--- src/rtl/irq_bank_pkg.sv ---
// Constants for the interrupt enable and request flag bank.
// Assumes an 8-bit register port and a single system clock.
// Behaviour
// RULE1 - Eight-bit enable: direct transfer, timers E-A
// RULE2 - Timer enable bits 4..0 gate timers E..A
// RULE3 - Top two enable bits are plain storage
// RULE4 - Request forwarded only when flag and enable
// RULE5 - Second enable bit 7 gates A/D done
// RULE6 - Second enable bit 6 gates key scan
// RULE7 - Second enable bits 1,0 gate serial 2,1
// RULE8 - Second enable bits 5..2 read one, fixed
// RULE9 - Pin flags set on chosen edge when enabled
// RULE10 - Flags clear on written zero only
// RULE11 - Flags stay set until software clears
// RULE12 - External flag bits 7,6 one; 3,2 zero
// RULE13 - External flags reset zero, top bits one
// RULE14 - Timer/transfer flags set by source, reset zero
// RULE15 - Timer/transfer flag bits 7,6 read zero
// RULE16 - Pins 0,1,4 edge selectable, falling default
// RULE17 - Pin 5 detects falling edge only
// RULE18 - Pin function bit must be set first
// RULE19 - Source set beats software clear
`default_nettype none
package irq_bank_pkg;
	localparam int ADDR_W = 4;                      // Register address width
	localparam int DATA_W = 8;                      // Register data width
	localparam int NPIN   = 4;                      // External pins 5,4,1,0
	localparam int NTD    = 6;                      // Transfer plus five timers
	localparam int NPER   = 4;                      // A/D, key scan, serial 2,1

	// Register addresses
	localparam logic [3:0] A_TD_EN    = 4'h0;       // timer_direct_irq_enable
	localparam logic [3:0] A_PER_EN   = 4'h1;       // peripheral_irq_enable
	localparam logic [3:0] A_EXT_FLG  = 4'h2;       // external_irq_flags
	localparam logic [3:0] A_TD_FLG   = 4'h3;       // timer_direct_irq_flags
	localparam logic [3:0] A_PIN_FUNC = 4'h4;       // pin_function_select
	localparam logic [3:0] A_EDGE_POL = 4'h5;       // edge_polarity_select
	localparam logic [3:0] A_STATUS   = 4'h6;       // Sticky event status
	localparam logic [3:0] A_MASK     = 4'h7;       // Event mask

	// Reset values
	localparam logic [7:0] RST_ZERO   = 8'h00;      // Cleared register
	localparam logic [3:0] RST_SYNC   = 4'hf;       // Pins idle high

	// Fixed bits and field positions
	localparam logic [1:0] EXT_TOP_ONE = 2'h3;      // External bits 7,6
	localparam logic [1:0] EXT_MID_ZRO = 2'h0;      // External bits 3,2
	localparam logic [3:0] PER_FIXED   = 4'hf;      // Peripheral bits 5..2
	localparam logic [1:0] TD_TOP_ZRO  = 2'h0;      // Flag bits 7,6
	localparam logic [1:0] PF_MID_ONE  = 2'h3;      // Pin function bits 3,2
	localparam logic [1:0] EP_MID_ONE  = 2'h3;      // Edge select bits 3,2
	localparam logic [1:0] EP_TOP_ONE  = 2'h3;      // Edge select bits 7,6
	localparam logic       EP_B5_ONE   = 1'h1;      // Edge select bit 5
	localparam int         PIN5_IDX    = 3;         // Pin 5 in pin vector
endpackage : irq_bank_pkg
`default_nettype wire

--- src/rtl/irq_enable_and_flag_bank.sv ---
// Enable registers, request flags and edge detectors of the interrupt bank.
// Assumes peripherals on clk give one-cycle set pulses or levels, and the
// external pins are asynchronous and need synchronising.
`timescale 1ns/100ps
`default_nettype none
module irq_enable_and_flag_bank (
	input  wire logic        clk,             // System clock, 10 MHz
	input  wire logic        rstn,            // Async reset, active low
	input  wire logic        ce,              // Clock enable, freezes state
	input  wire logic [3:0]  addr,            // Register address
	input  wire logic [7:0]  wdata,           // Write data
	input  wire logic        wr,              // Write strobe
	input  wire logic        rd,              // Read strobe
	output logic      [7:0]  rdata,           // Read data, cycle after rd
	input  wire logic [3:0]  ext_pins,        // Pins {5,4,1,0}
	input  wire logic        direct_transfer_req, // Set pulse
	input  wire logic [4:0]  timer_ovf_req,   // Set pulses {E,D,C,B,A}
	input  wire logic        adc_done_flag,   // Flag level
	input  wire logic        keyscan_flag,    // Flag level
	input  wire logic        serial2_flag,    // Flag level
	input  wire logic        serial1_flag,    // Flag level
	output logic      [3:0]  ext_flags,       // Pin flags {5,4,1,0}
	output logic      [5:0]  td_request,      // Gated transfer/timer
	output logic      [3:0]  per_request,     // Gated {ad,ks,s2,s1}
	output logic             irq              // Masked event interrupt
);
	// Register state
	logic [7:0]      td_en_reg;               // Transfer/timer enables
	logic [1:0]      per_hi_reg;              // A/D, key scan enables
	logic [1:0]      per_lo_reg;              // Serial 2,1 enables
	logic [3:0]      ext_flg_reg;             // External pin flags
	logic [5:0]      td_flg_reg;              // Transfer/timer flags
	logic [3:0]      pin_func_reg;            // Pin interrupt function
	logic [2:0]      edge_pol_reg;            // Edge select pins 4,1,0
	logic [7:0]      status_reg;              // Sticky events
	logic [7:0]      mask_reg;                // Event mask
	logic [7:0]      rdata_reg;               // Read data
	logic [3:0]      ext_out_reg;             // Registered pin flags
	logic [5:0]      td_req_reg;              // Registered gated requests
	logic [3:0]      per_req_reg;             // Registered gated requests
	logic            irq_reg;                 // Registered interrupt
	// Pin synchroniser and edge history
	logic [3:0]      sync1_reg;               // First stage
	logic [3:0]      sync2_reg;               // Second stage
	logic [3:0]      prev_reg;                // Previous synced level
	// Combinational
	logic [3:0]      rise;                    // Rising edge seen
	logic [3:0]      fall;                    // Falling edge seen
	logic [3:0]      pol;                     // Per-pin rising select
	logic [3:0]      ext_set;                 // Pin flag set events
	logic [5:0]      td_set;                  // Transfer/timer set events
	logic [7:0]      events;                  // Status event vector
	logic [7:0]      rd_mux;                  // Read multiplexer
	logic [3:0]      per_flags;               // Peripheral flag levels
	logic [3:0]      per_en;                  // Peripheral enables
	logic [5:0]      ext_wide;                // Pin flags padded to six
	logic [3:0]      ext_flg_next;            // Next pin flag value

	// Write-zero-to-clear with set priority
	function automatic logic [5:0] w0c(
		input logic [5:0] old,
		input logic [5:0] wd,
		input logic       hit,
		input logic [5:0] set
	);
		w0c = (hit ? (old & wd) : old) | set;
	endfunction : w0c

	// Address decode of a strobe
	function automatic logic hit(
		input logic       strobe,
		input logic [3:0] a,
		input logic [3:0] target
	);
		hit = strobe && (a == target);
	endfunction : hit

	// Two-flop synchroniser for the external pins
	always_ff @(posedge clk or negedge rstn) begin
		if (!rstn) begin
			// Idle-high reset, so no false falling edge follows
			sync1_reg <= irq_bank_pkg::RST_SYNC;
			sync2_reg <= irq_bank_pkg::RST_SYNC;
			prev_reg  <= irq_bank_pkg::RST_SYNC;
		end else if (ce) begin
			sync1_reg <= ext_pins;
			sync2_reg <= sync1_reg;
			prev_reg  <= sync2_reg;
		end
	end

	// Edge detection and flag set conditions
	always_comb begin
		rise = sync2_reg & ~prev_reg;
		fall = ~sync2_reg & prev_reg;
		// Pin 5 has no select, always falling
		pol = {1'b0, edge_pol_reg};                        // RULE16 RULE17
		// Chosen edge and function bit both required
		ext_set = pin_func_reg & ((pol & rise) | (~pol & fall)); // RULE9 RULE18
		td_set = {direct_transfer_req, timer_ovf_req};      // RULE14
		events = {2'h0, |timer_ovf_req, direct_transfer_req, ext_set};
		per_flags = {adc_done_flag, keyscan_flag, serial2_flag, serial1_flag};
		per_en = {per_hi_reg, per_lo_reg};
		// Pin flags share the six-bit clear helper, top bits padded
		ext_wide = w0c({2'h0, ext_flg_reg},
			{2'h0, wdata[5:4], wdata[1:0]},
			hit(wr, addr, irq_bank_pkg::A_EXT_FLG),
			{2'h0, ext_set});                               // RULE10 RULE19
		ext_flg_next = ext_wide[3:0];
	end

	// Transfer/timer enable, all eight bits stored
	always_ff @(posedge clk or negedge rstn) begin
		if (!rstn) begin
			td_en_reg <= irq_bank_pkg::RST_ZERO;           // RULE1
		end else if (ce && hit(wr, addr, irq_bank_pkg::A_TD_EN)) begin
			// Reserved top bits are plain storage as well
			td_en_reg <= wdata;                             // RULE1 RULE3
		end
	end

	// Peripheral enable, bits 5..2 not stored
	always_ff @(posedge clk or negedge rstn) begin
		if (!rstn) begin
			per_hi_reg <= 2'h0;
			per_lo_reg <= 2'h0;
		end else if (ce && hit(wr, addr, irq_bank_pkg::A_PER_EN)) begin
			// Bits 5..2 read as ones and are never stored
			per_hi_reg <= wdata[7:6];                       // RULE5 RULE6
			per_lo_reg <= wdata[1:0];                       // RULE7
		end
	end

	// External pin flags
	always_ff @(posedge clk or negedge rstn) begin
		if (!rstn) begin
			ext_flg_reg <= 4'h0;                            // RULE13
		end else if (ce) begin
			// Only written zeros clear; sets win
			ext_flg_reg <= ext_flg_next;                    // RULE10 RULE19
		end
	end

	// Transfer/timer flags
	always_ff @(posedge clk or negedge rstn) begin
		if (!rstn) begin
			td_flg_reg <= 6'h00;                            // RULE14
		end else if (ce) begin
			// Acceptance by the CPU leaves them alone
			td_flg_reg <= w0c(td_flg_reg, wdata[5:0],
				hit(wr, addr, irq_bank_pkg::A_TD_FLG),
				td_set);                                    // RULE10 RULE11 RULE19
		end
	end

	// Pin function and edge select
	always_ff @(posedge clk or negedge rstn) begin
		if (!rstn) begin
			pin_func_reg <= 4'h0;
			edge_pol_reg <= 3'h0;                           // RULE16
		end else if (ce) begin
			if (hit(wr, addr, irq_bank_pkg::A_PIN_FUNC)) begin
				pin_func_reg <= {wdata[5:4], wdata[1:0]};
			end
			if (hit(wr, addr, irq_bank_pkg::A_EDGE_POL)) begin
				edge_pol_reg <= {wdata[4], wdata[1:0]};
			end
		end
	end

	// Sticky status, cleared by its read, events win
	always_ff @(posedge clk or negedge rstn) begin
		if (!rstn) begin
			status_reg <= irq_bank_pkg::RST_ZERO;
			mask_reg   <= irq_bank_pkg::RST_ZERO;
		end else if (ce) begin
			if (hit(rd, addr, irq_bank_pkg::A_STATUS)) begin
				// Read clears, an event in the same cycle stays
				status_reg <= events;
			end else begin
				status_reg <= status_reg | events;
			end
			if (hit(wr, addr, irq_bank_pkg::A_MASK)) begin
				mask_reg <= wdata;
			end
		end
	end

	// Read multiplexer with fixed reserved bits
	always_comb begin
		case (addr)
			irq_bank_pkg::A_TD_EN:    rd_mux = td_en_reg;
			irq_bank_pkg::A_PER_EN:   rd_mux = {per_hi_reg,
				irq_bank_pkg::PER_FIXED, per_lo_reg};       // RULE8
			irq_bank_pkg::A_EXT_FLG:  rd_mux = {irq_bank_pkg::EXT_TOP_ONE,
				ext_flg_reg[3:2], irq_bank_pkg::EXT_MID_ZRO,
				ext_flg_reg[1:0]};                          // RULE12
			irq_bank_pkg::A_TD_FLG:   rd_mux = {irq_bank_pkg::TD_TOP_ZRO,
				td_flg_reg};                                // RULE15
			irq_bank_pkg::A_PIN_FUNC: rd_mux = {2'h0, pin_func_reg[3:2],
				irq_bank_pkg::PF_MID_ONE, pin_func_reg[1:0]};
			irq_bank_pkg::A_EDGE_POL: rd_mux = {irq_bank_pkg::EP_TOP_ONE,
				irq_bank_pkg::EP_B5_ONE, edge_pol_reg[2],
				irq_bank_pkg::EP_MID_ONE, edge_pol_reg[1:0]};
			irq_bank_pkg::A_STATUS:   rd_mux = status_reg;
			irq_bank_pkg::A_MASK:     rd_mux = mask_reg;
			default:                  rd_mux = irq_bank_pkg::RST_ZERO;
		endcase
	end

	// Read data valid only in the cycle after the strobe
	always_ff @(posedge clk or negedge rstn) begin
		if (!rstn) begin
			rdata_reg <= irq_bank_pkg::RST_ZERO;
		end else if (ce) begin
			// Zero between reads so stale data never shows
			rdata_reg <= rd ? rd_mux : irq_bank_pkg::RST_ZERO;
		end
	end

	// Gated requests toward the CPU
	always_ff @(posedge clk or negedge rstn) begin
		if (!rstn) begin
			td_req_reg  <= 6'h00;
			per_req_reg <= 4'h0;
			ext_out_reg <= 4'h0;
			irq_reg     <= 1'b0;
		end else if (ce) begin
			// One cycle behind the flags and enables
			td_req_reg  <= td_flg_reg & td_en_reg[5:0];     // RULE2 RULE4
			per_req_reg <= per_flags & per_en;              // RULE4 RULE5
			ext_out_reg <= ext_flg_reg;
			irq_reg     <= |(status_reg & mask_reg);
		end
	end

	assign rdata       = rdata_reg;
	assign ext_flags   = ext_out_reg;
	assign td_request  = td_req_reg;
	assign per_request = per_req_reg;
	assign irq         = irq_reg;

	// Checks
	a_td_en_store: assert property (@(posedge clk) disable iff (!rstn) // RULE1
		ce && hit(wr, addr, irq_bank_pkg::A_TD_EN) |=> td_en_reg == $past(wdata))
		else $error("Transfer/timer enable not stored");
	a_td_rsv_rd: assert property (@(posedge clk) disable iff (!rstn) // RULE3
		ce && hit(rd, addr, irq_bank_pkg::A_TD_EN)
		|=> rdata[7:6] == $past(td_en_reg[7:6]))
		else $error("Reserved enable bits not read back");
	a_td_gate: assert property (@(posedge clk) disable iff (!rstn) // RULE2
		ce |=> td_request == ($past(td_flg_reg) & $past(td_en_reg[5:0])))
		else $error("Timer request gating wrong");
	a_per_gate: assert property (@(posedge clk) disable iff (!rstn) // RULE4
		ce |=> per_request == ($past(per_flags) & $past(per_en)))
		else $error("Peripheral request gating wrong");
	a_per_fixed: assert property (@(posedge clk) disable iff (!rstn) // RULE8
		ce && hit(rd, addr, irq_bank_pkg::A_PER_EN) |=> rdata[5:2] == 4'hf)
		else $error("Peripheral reserved bits not one");
	a_ext_set_win: assert property (@(posedge clk) disable iff (!rstn) // RULE19
		ce |=> (ext_flg_reg & $past(ext_set)) == $past(ext_set))
		else $error("Pin flag set lost");
	a_ext_fixed: assert property (@(posedge clk) disable iff (!rstn) // RULE12
		ce && hit(rd, addr, irq_bank_pkg::A_EXT_FLG)
		|=> rdata[7:6] == 2'h3 && rdata[3:2] == 2'h0)
		else $error("External reserved bits wrong");
	a_td_hold: assert property (@(posedge clk) disable iff (!rstn) // RULE11
		ce && !hit(wr, addr, irq_bank_pkg::A_TD_FLG)
		|=> (td_flg_reg & $past(td_flg_reg)) == $past(td_flg_reg))
		else $error("Flag fell without a write");
	a_w1_keeps: assert property (@(posedge clk) disable iff (!rstn) // RULE10
		ce && hit(wr, addr, irq_bank_pkg::A_TD_FLG) && wdata[5:0] == 6'h3f
		|=> (td_flg_reg & $past(td_flg_reg)) == $past(td_flg_reg))
		else $error("Writing one changed a flag");
	a_td_top_zero: assert property (@(posedge clk) disable iff (!rstn) // RULE15
		ce && hit(rd, addr, irq_bank_pkg::A_TD_FLG) |=> rdata[7:6] == 2'h0)
		else $error("Flag reserved bits not zero");
	a_pin5_fall: assert property (@(posedge clk) disable iff (!rstn) // RULE17
		ext_set[3] |-> fall[3])
		else $error("Pin 5 set without falling edge");
	a_pin_func: assert property (@(posedge clk) disable iff (!rstn) // RULE9
		ce && !pin_func_reg[0] && !hit(wr, addr, irq_bank_pkg::A_EXT_FLG)
		|=> ext_flg_reg[0] == $past(ext_flg_reg[0]))
		else $error("Pin 0 flag moved with function off");

	// Reset values, checked while reset is held
	a_reset_vals: assert property (@(posedge clk) // RULE13
		!rstn |-> td_en_reg == 8'h00 && td_flg_reg == 6'h00
		&& ext_flg_reg == 4'h0)
		else $error("Register not at reset value");

	// Written zeros clear exactly the addressed flags
	a_ext_clear: assert property (@(posedge clk) disable iff (!rstn) // RULE10
		ce && hit(wr, addr, irq_bank_pkg::A_EXT_FLG) && ext_set == 4'h0
		|=> ext_flg_reg == ($past(ext_flg_reg)
		& {$past(wdata[5:4]), $past(wdata[1:0])}))
		else $error("Pin flag clear wrong");
	a_td_clear: assert property (@(posedge clk) disable iff (!rstn) // RULE10
		ce && hit(wr, addr, irq_bank_pkg::A_TD_FLG) && td_set == 6'h00
		|=> td_flg_reg == ($past(td_flg_reg) & $past(wdata[5:0])))
		else $error("Transfer/timer flag clear wrong");
	a_func_gate: assert property (@(posedge clk) disable iff (!rstn) // RULE9
		ce && !pin_func_reg[1] && !hit(wr, addr, irq_bank_pkg::A_EXT_FLG)
		|=> ext_flg_reg[1] == $past(ext_flg_reg[1]))
		else $error("Pin 1 flag moved with function off");

	// Source requests always land
	a_td_set: assert property (@(posedge clk) disable iff (!rstn) // RULE14
		ce && td_set != 6'h00
		|=> (td_flg_reg & $past(td_set)) == $past(td_set))
		else $error("Transfer/timer set lost");
	a_ext_pad: assert property (@(posedge clk) disable iff (!rstn) // RULE10
		ext_wide[5:4] == 2'h0)
		else $error("Pin flag padding not zero");

	// Chosen edge only, per pin select
	a_pin_edge: assert property (@(posedge clk) disable iff (!rstn) // RULE16
		ext_set[0] |-> (edge_pol_reg[0] ? rise[0] : fall[0]))
		else $error("Pin 0 set on the wrong edge");
	a_edge_store: assert property (@(posedge clk) disable iff (!rstn) // RULE16
		ce && hit(wr, addr, irq_bank_pkg::A_EDGE_POL)
		|=> edge_pol_reg == {$past(wdata[4]), $past(wdata[1:0])})
		else $error("Edge select not stored");

	// Peripheral enable storage and serial gating
	a_per_store: assert property (@(posedge clk) disable iff (!rstn) // RULE6
		ce && hit(wr, addr, irq_bank_pkg::A_PER_EN)
		|=> per_en == {$past(wdata[7:6]), $past(wdata[1:0])})
		else $error("Peripheral enable not stored");
	a_ser_gate: assert property (@(posedge clk) disable iff (!rstn) // RULE7
		ce |=> per_request[1:0]
		== ($past(per_flags[1:0]) & $past(per_lo_reg)))
		else $error("Serial request gating wrong");

	// Fixed bits of the pin function and edge select reads
	a_pf_fixed: assert property (@(posedge clk) disable iff (!rstn)
		ce && hit(rd, addr, irq_bank_pkg::A_PIN_FUNC)
		|=> rdata[7:6] == 2'h0 && rdata[3:2] == 2'h3)
		else $error("Pin function fixed bits wrong");
	a_ep_fixed: assert property (@(posedge clk) disable iff (!rstn) // RULE16
		ce && hit(rd, addr, irq_bank_pkg::A_EDGE_POL)
		|=> rdata[7:5] == 3'h7 && rdata[3:2] == 2'h3)
		else $error("Edge select fixed bits wrong");

	// Read port: data only after a strobe, unmapped reads zero
	a_rd_idle: assert property (@(posedge clk) disable iff (!rstn)
		ce && !rd |=> rdata == 8'h00)
		else $error("Read data without a read");
	a_unmapped: assert property (@(posedge clk) disable iff (!rstn)
		ce && rd && addr[3] |=> rdata == 8'h00)
		else $error("Unmapped read not zero");

	// Status stickiness, interrupt level and clock enable hold
	a_stat_keep: assert property (@(posedge clk) disable iff (!rstn)
		ce && !hit(rd, addr, irq_bank_pkg::A_STATUS)
		|=> (status_reg & $past(status_reg)) == $past(status_reg))
		else $error("Status bit fell without a read");
	a_irq_mask: assert property (@(posedge clk) disable iff (!rstn)
		ce |=> irq == |($past(status_reg) & $past(mask_reg)))
		else $error("Interrupt level wrong");
	a_ce_freeze: assert property (@(posedge clk) disable iff (!rstn)
		!ce |=> td_flg_reg == $past(td_flg_reg)
		&& ext_flg_reg == $past(ext_flg_reg))
		else $error("Flags moved with clock enable low");

	// Scenario covers
	c_ext_set: cover property (@(posedge clk) disable iff (!rstn)
		ce && ext_set != 4'h0);
	c_collide: cover property (@(posedge clk) disable iff (!rstn)
		ce && td_set != 6'h00 && hit(wr, addr, irq_bank_pkg::A_TD_FLG));
	c_irq_rise: cover property (@(posedge clk) disable iff (!rstn)
		$rose(irq));
	c_pin_rise: cover property (@(posedge clk) disable iff (!rstn)
		ce && (ext_set & pol) != 4'h0);
	c_ce_low: cover property (@(posedge clk) disable iff (!rstn)
		!ce && wr);
endmodule : irq_enable_and_flag_bank
`default_nettype wire

--- config.mk ---
export PLATFORM = sky130hd
export DESIGN_NAME = irq_enable_and_flag_bank
export DESIGN_NICKNAME = d
export VERILOG_FILES = /design/src/rtl/irq_bank_pkg.sv /design/src/rtl/irq_enable_and_flag_bank.sv
export SDC_FILE = /design/constraint.sdc
export NUM_CORES = 1
export LEC_CHECK = 0
export BUFFER_PORTS_ARGS = -buffer_cell sky130_fd_sc_hd__buf_4
export CORE_MARGIN = 5
export CORE_UTILIZATION = 30
export CTS_CLUSTER_SIZE = 8
export DETAILED_ROUTE_END_ITERATION = 7
export SLEW_MARGIN = 20
export SYNTH_ARGS = -nofsm -noshare
export SYNTH_HDL_FRONTEND = slang
export SYNTH_SLANG_ARGS = --single-unit
export TNS_END_PERCENT = 30
--- constraint.sdc ---
create_clock -name clk -period 1.93 [get_ports clk]
set_input_delay 0.386 -clock clk [delete_from_list [all_inputs] [get_ports clk]]
set_output_delay 0.386 -clock clk [all_outputs]
set_load 0.02 [all_outputs]
==> metrics.csv, run 1 <==
metric,value,unit
grt_usage,12.7,%
boundaryPins,54,
drt_iter0_markers,171,
dp_slack,0.222,ns
tightest_slew,0.459,ns
finalPower,0.00500,W
syn-num-nets,344,
die_w,119,um
post-synth-top-area-fraction,46.0,%
yosysSeqAreaShare,54.8,%
antenna_cells,0,
rows,40,
grt_pass1_vias,2718,
dp_hpwl,6380,um
slowest_delay,0.38,ns
insertion_delay,0.33,ns
fin_tns_setup,0,ns
crit_arrival,1.58,ns
async_reset_ff_share,100,%
area_delta_synth_final,24.5,%
antenna_found_initial,0,
h-tree-depth,3,
synth.most_common_cell,dfrtp_1,
syn_area,3590,um2
fmax,727,MHz
cts_sinks,78,
crit_required,2.14,ns
root_buffer,clkbuf_16,
wire_per_inst,16.6,um
synth_common_cells,"dfrtp_1, mux2_2, nand2_1",
die_h,119,um
ir_drop,0.484,mV
p_leak,1.96,nW
r2r_end,rdata[1]$_DFFE_PN0P_,
setup_viol_count_final,0,
start_kind,primary input,
stdcell_count,523,
cts_buffers,9,
synthFlopType,dfrtp_1,
powerDensity,1120,nW/um2
final.setup.worst_slack,0.555,ns
routed-via-count,2575,
portBuffers,53,
hold_viol,0,
maxCapViolCount,0,
clockBufferDepth,2,
dp_cells,507,
grt_setup_unrepaired,no,
avgSynthCellArea,11.5,um2
place.gp.congestion,0.878,
path_clk_slew,0.06,ns
hold_path_class,in -> async,
crit_fanout,18,
crit_start,addr[2],
post-route-period-util,71.3,%
run_status,"complete, no violations",
antenna_left,0,
hold_buffers,0,
drtPass1Iterations,4,
cp-endpoint,mask_reg[3]$_DFFE_PN0P_,
synthCells,313,
r2r_slack,0.64,ns
grt_first_pass_wirelength,14400,um
synth_cell_type_count,50,
core-area,11900,um2
postCtsSetupBuffers,0,
viasPerCell,4.92,
tritoncts,done,
crit_path_end_kind,flip-flop,
rr_worst_depth,4,
slew_violations,0,
synth_edf_count,0,
cp_cell_sequence,"buf_4, and2b_1, nand3_2, nor2_4, mux2_2",
wirelength,8680,um
slew_headroom,68.6,%
cts.repair.resized,0,
drive_gt1_share,38.3,%
nNetsFinal,402,
grt_max_degree,36,
ys_warn_count,0,
grt_overflow_total,0,
layout_min_cycle_time,1.38,ns
post-route-drc-count,0,
synthTopCellsByArea,"dfrtp_1, mux2_2, dfstp_2",
ys_ff_latch,78,
fp.dieArea,14200,um2
cp_slowest_cell,mux2_2,
path_class,in -> reg,
rr_startpoint,edge_pol_reg[1]$_DFFE_PN0P_,
start_util,30.2,%
finClkSkew,0.00851,ns
yosysTopAreaCell,dfrtp_1,
[area by class of cell]
cell class                      count  area, um2
Fill cell                        1165       7400
Sequential cell                    78       1970
Multi-Input combinational cell    209       1480
Timing Repair Buffer               61        470
Clock buffer                       11        233
Tap cell                          147        184
Clock inverter                      5       83.8
Inverter                           12       45.0
[routing by layer]
layer  part of all wire (%)  track usage [%]  vias up
met5                      0                0        -
met4                    1.8             4.94        0
met3                    5.1             3.23       13
met2                     47             19.5       69
met1                     46             17.3     1255
li1                       -                -     1238
[power by group]
part           total [W]  switching [W]  internal [W]  leakage, nW
logic           0.000953       0.000472      0.000481        0.883
clock network    0.00178       0.000645       0.00114        0.146
registers        0.00226       0.000265       0.00200        0.931
total            0.00500        0.00138       0.00361         1.96
[metrics by stage]
stage | hold slack [ns] | area [um2] | util (%)
6_report | 0.0196 | 4460 | 37.6
3_5_place_dp | 0.384 | 4150 | 35.0
3_3_place_gp | 0.374 | 4150 | 35.0
4_1_cts | 0.0288 | 4460 | 37.6
5_1_grt | 0.0529 | 4460 | 37.6
2_1_floorplan | 0.0904 | 3590 | -
[worst max-delay path, delay by kind of cell]
kind	cells	cell delay, ns
and+or+nand+nor	3	0.60
muxes	1	0.38
buffers and inverters	1	0.20
[logic make-up after synthesis]
group           Yosys count  synth area share [%]
buf+inv                  26                  3.87
compound gates           64                  11.8
flops                    78                  54.8
mux                      46                  14.7
simple gates             99                  14.9
[worst min-delay path by stage]
stage,to,from,slack [ns],depth (start not counted)
2_1_floorplan,edge_pol_reg[0]$_DFFE_PN0P_,rstn,0.09,0
5_1_grt,per_hi_reg[1]$_DFFE_PN0P_,rstn,0.05,1
3_5_place_dp,per_request[2]$_DFFE_PN0P_,rstn,0.38,1
6_report,per_request[2]$_DFFE_PN0P_,rstn,0.02,1
4_1_cts,per_request[2]$_DFFE_PN0P_,rstn,0.03,1
3_3_place_gp,per_request[2]$_DFFE_PN0P_,rstn,0.37,1
[cell usage in the layout (no fill, tap or decap), drive strengths merged, types with 3 or more instances in the layout]
master | synthesis | routed
a21oi | 9 | 9
o2bb2ai | 5 | 5
nor2b | 7 | 7
inv | 12 | 12
nor2 | 13 | 13
a22oi | 5 | 5
nand2 | 43 | 43
o21ai | 27 | 27
nand3 | 13 | 13
dfrtp | 66 | 66
clkbuf | 3 | 11
nor3b | 3 | 3
dfstp | 12 | 12
nand2b | 3 | 3
mux2 | 43 | 43
o211ai | 3 | 3
buf | 11 | 61
No activity file was read; power rests on OpenSTA's default activity.
==> inputs of run 2 (changes only) <==
==> constraint.sdc (replaced) <==
create_clock -name clk -period 1.33 [get_ports clk]
set_input_delay 0.266 -clock clk [delete_from_list [all_inputs] [get_ports clk]]
set_output_delay 0.266 -clock clk [all_outputs]
set_load 0.02 [all_outputs]
==> run 2 against run 1 <==
  * Clock skew down 0.0021 ns
  * Worst setup slack worse by 0.49 ns
  * First-iteration DRC count down 41%
  * Global-route usage up 0.15 points
  * Sequential power up 46%
  * Critical path depth down 1
  * Via count up 4.0%
  * Worst hold slack better by 0.12 ns
  * Highest routed layer unchanged
  * Design area up 4.2%
  * Die area unchanged
  * Routed wire length up 2.9%
==> metrics.csv, run 2 (synthesized netlist as in run 1, its figures left out) <==
metric,value,unit,change
run_status,"complete, no violations",,
crit_arrival,1.47,ns,-0.11 ns
die_h,119,um,unchanged
use_met3,2.80,%,-0.43 points
die_w,119,um,unchanged
root_buffer,clkbuf_16,,
final_cell_mix,"buf_4, dfrtp_1, mux2_2",,
setup_viol_count_final,0,,unchanged
finClkSkew,0.00637,ns,-0.00214 ns
grt_first_pass_wirelength,14500,um,+0.72%
hold_path_class,in -> reg,,
use_met1,17.0,%,-0.33 points
p_leak,2.07,nW,+5.6%
drt_iter0_markers,101,,-41%
start_util,30.2,%,unchanged
wirelength,8930,um,+2.9%
fp.dieArea,14200,um2,unchanged
clockBufferDepth,2,,unchanged
post-route-drc-count,0,,unchanged
path_class,reg -> reg,,
layout_min_cycle_time,1.27,ns,
mostFrequentLayoutCell,buf_4,,
switchingPower,0.00200,W,+45%
viasPerCell,4.92,,about the same
core-area,11900,um2,unchanged
cts_buffers,9,,unchanged
seq_power_share,46.8,%,+1.5 points
ir_drop,0.558,mV,+15%
antenna_found_initial,0,,unchanged
crit_fanout,3,,-15
place.gp.congestion,0.838,,-4.5%
portBuffers,53,,unchanged
h-tree-depth,3,,unchanged
combinationalPowerShare,20.9,%,+1.8 points
powerDensity,1510,nW/um2,+35%
insertion_delay,0.33,ns,about the same
rows,40,,unchanged
slew_violations,0,,unchanged
dp_hpwl,6600,um,+3.4%
crit_required,1.53,ns,-0.61 ns
p_clk_share,32.2,%,-3.4 points
antenna_left,0,,unchanged
slew_headroom,70.0,%,+1.4 points
tightest_slew,0.445,ns,-0.0141 ns
routed-via-count,2677,,+4.0%
grt_setup_unrepaired,yes,,
grt_pass1_vias,2819,,+3.7%
wire_per_inst,16.4,um,-1.1%
maxCapViolCount,0,,unchanged
area_delta_synth_final,29.7,%,
grt_overflow_total,0,,unchanged
drive_gt1_share,41.6,%,+3.3 points
grt_usage,12.9,%,+0.15 points
postCtsSetupBuffers,0,,unchanged
place_area,4350,um2,+4.8%
post-route-period-util,95.3,%,
p_int,0.00502,W,+39%
boundaryPins,54,,unchanged
nNetsFinal,423,,+5.2%
dp_cells,527,,+3.9%
final.setup.worst_slack,0.0621,ns,-0.492 ns
path_clk_slew,0.06,ns,about the same
fmax,789,MHz,
dp_slack,-0.146,ns,-0.368 ns
grt_max_degree,32,,-11%
netSwitchingFraction,28.5,%,+0.80 points
cts_sinks,78,,unchanged
use_met2,20.9,%,+1.3 points
grt_busiest_layer,met2,,
fin_area,4650,um2,+4.2%
tritoncts,done,,
start_kind,flip-flop,,
crit_path_end_kind,flip-flop,,
hold_viol,0,,unchanged
drtPass1Iterations,4,,unchanged
antenna_cells,0,,unchanged
stdcell_count,544,,+4.0%
[run 2: changes by cell type in the layout (fill, tap and decap cells not counted), moves of 2 or more]
| cell | delta |
|---|---|
| buf_4 | +16 |
| buf_12 | +4 |
| clkinvlp_4 | -2 |
| clkbuf_8 | +2 |
| bufinv_16 | -2 |
| clkinv_2 | +2 |
[run 2: path summary, 6_finish.rpt]
path / startpoint / to / slack (ns) / cells past startpoint
worst min register to register: rdata[7]$_DFFE_PN0P_ / rdata[7]$_DFFE_PN0P_ / 0.50 / 2
worst max register to register: td_flg_reg[0]$_DFFE_PN0P_ / rdata[0]$_DFFE_PN0P_ / 0.06 / 4
worst max-delay path: td_flg_reg[0]$_DFFE_PN0P_ / rdata[0]$_DFFE_PN0P_ / 0.06 / 4
max in group asynchronous: rstn / prev_reg[2]$_DFFE_PN1P_ / 0.41 / 3
worst min-delay path: timer_ovf_req[2] / td_flg_reg[2]$_DFFE_PN0P_ / 0.14 / 3
min in group asynchronous: rstn / per_request[0]$_DFFE_PN0P_ / 0.38 / 2
[run 2: critical path, cell delays in order (launching register included)]
cell	delay, ns
dfrtp_1	0.40
and4b_1	0.21
a311oi_1	0.25
a2bb2oi_1	0.20
o21ai_1	0.08
[run 2: through the flow]
step | setup TNS [ns] | total power [W] | util (%) | hold slack, ns
detailed placement | -4.06 | 0.00479 | 36.7 | 0.183
global placement | -3.66 | 0.00475 | 36.7 | 0.177
CTS | 0 | 0.00708 | 39.1 | 0.132
global route | -0.0255 | 0.00740 | 39.2 | 0.142
finish | 0 | 0.00702 | 39.2 | 0.139
floorplan | 0 | 0.00407 | - | -0.0296
[run 2: timing repair]
item                                   CTS  global route
endpoints found under the hold margin   16             0
hold buffers                             1             0
resized for setup                        0             3
setup endpoints to repair                0             4
[run 2: power groups by stage]
| stage | clock network, W | logic [W] | registers, W |
|---|---|---|---|
| finish | 0.00226 | 0.00147 | 0.00329 |
| global route | 0.00240 | 0.00163 | 0.00336 |
| detailed placement | 0 | 0.00147 | 0.00332 |
| CTS | 0.00231 | 0.00148 | 0.00328 |
| floorplan | 0 | 0.000714 | 0.00336 |
| global placement | 0 | 0.00144 | 0.00331 |
[run 2: layer usage]
metal,share of wire [%],wire (um),up-vias
li1,-,-,1286
met1,46,4140,1326
met2,49,4340,51
met3,3.4,305,14
met4,1.7,150,0
met5,0,0,-
[run 2: area by class of cell]
cell class | instances | area (um2)
flip-flops and latches | 78 | 1970
fillers | 1127 | 7210
repair buffers | 82 | 681
inverters | 12 | 45.0
clock buffers | 14 | 264
clock inverters | 2 | 10.0
multi-input cells | 209 | 1500
well taps | 147 | 184
==> inputs of run 3 (changes only) <==
--- a/config.mk
+++ b/config.mk
@@ -5,11 +5,12 @@
 export SDC_FILE = /design/constraint.sdc
 export NUM_CORES = 1
 export LEC_CHECK = 0
-export BUFFER_PORTS_ARGS = -buffer_cell sky130_fd_sc_hd__buf_4
+export BUFFER_PORTS_ARGS = -buffer_cell sky130_fd_sc_hd__buf_2
 export CORE_MARGIN = 5
 export CORE_UTILIZATION = 30
 export CTS_CLUSTER_SIZE = 8
 export DETAILED_ROUTE_END_ITERATION = 7
+export GPL_ROUTABILITY_DRIVEN = 0
 export SLEW_MARGIN = 20
 export SYNTH_ARGS = -nofsm -noshare
 export SYNTH_HDL_FRONTEND = slang
==> run 3 against run 2 <==
  * Clock skew increased by 0.00063 ns
  * Sequential share of layout area increased by 1.3 points
  * Global-route usage increased by 0.18 points
  * Via count decreased by 2.2%
  * Non-clock buffer count decreased by 5
  * Clock-buffer cell count decreased by 2
  * Power increased by 2.9%
  * Critical path depth unchanged
  * Worst setup slack improved by 0.0071 ns
  * Critical path type unchanged
  * Critical endpoint unchanged
  * Highest routed layer unchanged
==> metrics.csv, run 3 (synthesized netlist as in run 1, its figures left out) <==
metric,value,unit,change
run_status,"complete, no violations",,
wirelength,8740,um,-2.1%
p_int,0.00523,W,+4.1%
mostFrequentLayoutCell,dfrtp_1,,
path_class,reg -> reg,,
grt_pass1_vias,2762,,-2.0%
maxCapViolCount,0,,unchanged
post-route-drc-count,0,,unchanged
multi_input_area,1500,um2,-0.50%
seq_power_share,45.3,%,-1.5 points
rows,40,,unchanged
grt_setup_unrepaired,no,,
hp-start,timer_ovf_req[4],,
slew_headroom,72.2,%,+2.1 points
rr_startpoint,td_flg_reg[0]$_DFFE_PN0P_,,
hold_path_class,in -> reg,,
hold_viol,0,,unchanged
crit_path_end_kind,flip-flop,,
seq_area,1970,um2,unchanged
antenna_left,0,,unchanged
fp.dieArea,14200,um2,unchanged
nNetsFinal,418,,-1.2%
layout_min_cycle_time,1.26,ns,-0.00715 ns
grt_overflow_total,0,,unchanged
ir_drop,0.609,mV,+9.3%
final_cell_mix,"dfrtp_1, buf_2, mux2_2",,
switchingPower,0.00200,W,about the same
drt_iter0_markers,184,,+82%
finClkSkew,0.00700,ns,+0.000630 ns
grt_usage,13.1,%,+0.18 points
crit_fanout,3,,unchanged
portBuffers,53,,unchanged
start_util,30.2,%,unchanged
slew_violations,0,,unchanged
path_clk_slew,0.06,ns,about the same
root_buffer,clkbuf_16,,
h-tree-depth,3,,unchanged
grt_first_pass_wirelength,14800,um,+1.6%
powerDensity,1600,nW/um2,+6.2%
core-area,11900,um2,unchanged
postCtsSetupBuffers,0,,unchanged
die_w,119,um,unchanged
crit_start,td_flg_reg[0]$_DFFE_PN0P_,,
fill_cells,1182,,+4.9%
start_kind,flip-flop,,
stdcell_count,539,,-0.92%
antenna_found_initial,0,,unchanged
die_h,119,um,unchanged
post-route-period-util,94.8,%,-0.54 points
dp_hpwl,6330,um,-4.0%
cts_buffers,9,,unchanged
combinationalPowerShare,18.4,%,-2.5 points
boundaryPins,54,,unchanged
insertion_delay,0.33,ns,about the same
drtPass1Iterations,4,,unchanged
routed-via-count,2619,,-2.2%
setup_viol_count_final,0,,unchanged
p_clk_share,36.3,%,+4.1 points
crit_arrival,1.48,ns,about the same
antenna_cells,0,,unchanged
tritoncts,done,,
netSwitchingFraction,27.7,%,-0.80 points
clockBufferDepth,2,,unchanged
fin_hold_ws,0.143,ns,+0.00496 ns
tightest_slew,0.418,ns,-0.0273 ns
area_delta_synth_final,25.7,%,
viasPerCell,4.86,,-1.3%
wire_per_inst,16.2,um,-1.2%
grt_max_degree,79,,+150%
crit_required,1.54,ns,about the same
cts_sinks,78,,unchanged
dp_cells,522,,-0.95%
drive_gt1_share,41.3,%,-0.24 points
fmax,793,MHz,+0.57%
p_leak,2.02,nW,-2.2%
## run 3: changes by cell type in the layout (fill, tap and decap cells not counted), sizes merged
cell      change
clkinvlp      +1
clkinv        -1
buf           -5
bufinv        +2
clkbuf        -2
## run 3: final timing paths
check	end	slack (ns)	cells after the start
worst max-delay path	rdata[0]$_DFFE_PN0P_	0.07	4
worst min-delay path	td_flg_reg[4]$_DFFE_PN0P_	0.14	3
worst max register to register	rdata[0]$_DFFE_PN0P_	0.07	4
worst min register to register	rdata[4]$_DFFE_PN0P_	0.49	1
max in group asynchronous	sync2_reg[3]$_DFFE_PN1P_	0.47	3
min in group asynchronous	rdata[0]$_DFFE_PN0P_	0.50	3
## run 3: per-layer routing
metal / global-route usage (%) / part of all wire [%]
met2: 20.2 / 48
met4: 5.65 / 1.5
met3: 2.71 / 4.7
met1: 17.7 / 46
met5: 0 / 0
## run 3: cell type report
type,instances,area share [%]
Clock inverter,4,1.61
Tap cell,147,4.08
Sequential cell,78,43.6
Clock buffer,12,5.46
Timing Repair Buffer,77,11.1
Multi-Input combinational cell,209,33.1
Inverter,12,0.999
## run 3: power by group through the flow
stage / clock [W] / combinational (W) / sequential (W)
floorplan: 0 / 0.000714 / 0.00336
global placement: 0 / 0.00131 / 0.00330
detailed placement: 0 / 0.00133 / 0.00332
CTS: 0.00268 / 0.00134 / 0.00328
global route: 0.00280 / 0.00149 / 0.00335
finish: 0.00262 / 0.00133 / 0.00327
## run 3: worst max-delay path, stage by stage, from the launching register on
cell and delay (ns):
dfrtp_1 0.40, and4b_1 0.21, a311oi_1 0.29, a2bb2oi_1 0.17, o21ai_1 0.07
## run 3: what timing repair did
item	CTS	global route
endpoints found under the setup margin	0	4
hold endpoints to repair	66	0
hold buffers	1	0
resized for setup	0	3
## run 3: metrics by stage
stage	setup TNS, ns	setup WS, ns	total power (W)	utilization (%)	instance area (um2)
after detailed placement	-4.97	-0.178	0.00465	35.1	4170
after CTS	0	0.0337	0.00730	37.9	4500
after global placement	-4.71	-0.186	0.00461	35.1	4170
after floorplan	0	0.0532	0.00407	-	3590
final	0	0.0692	0.00723	38.0	4510
after global routing	0	0.00935	0.00763	38.0	4510
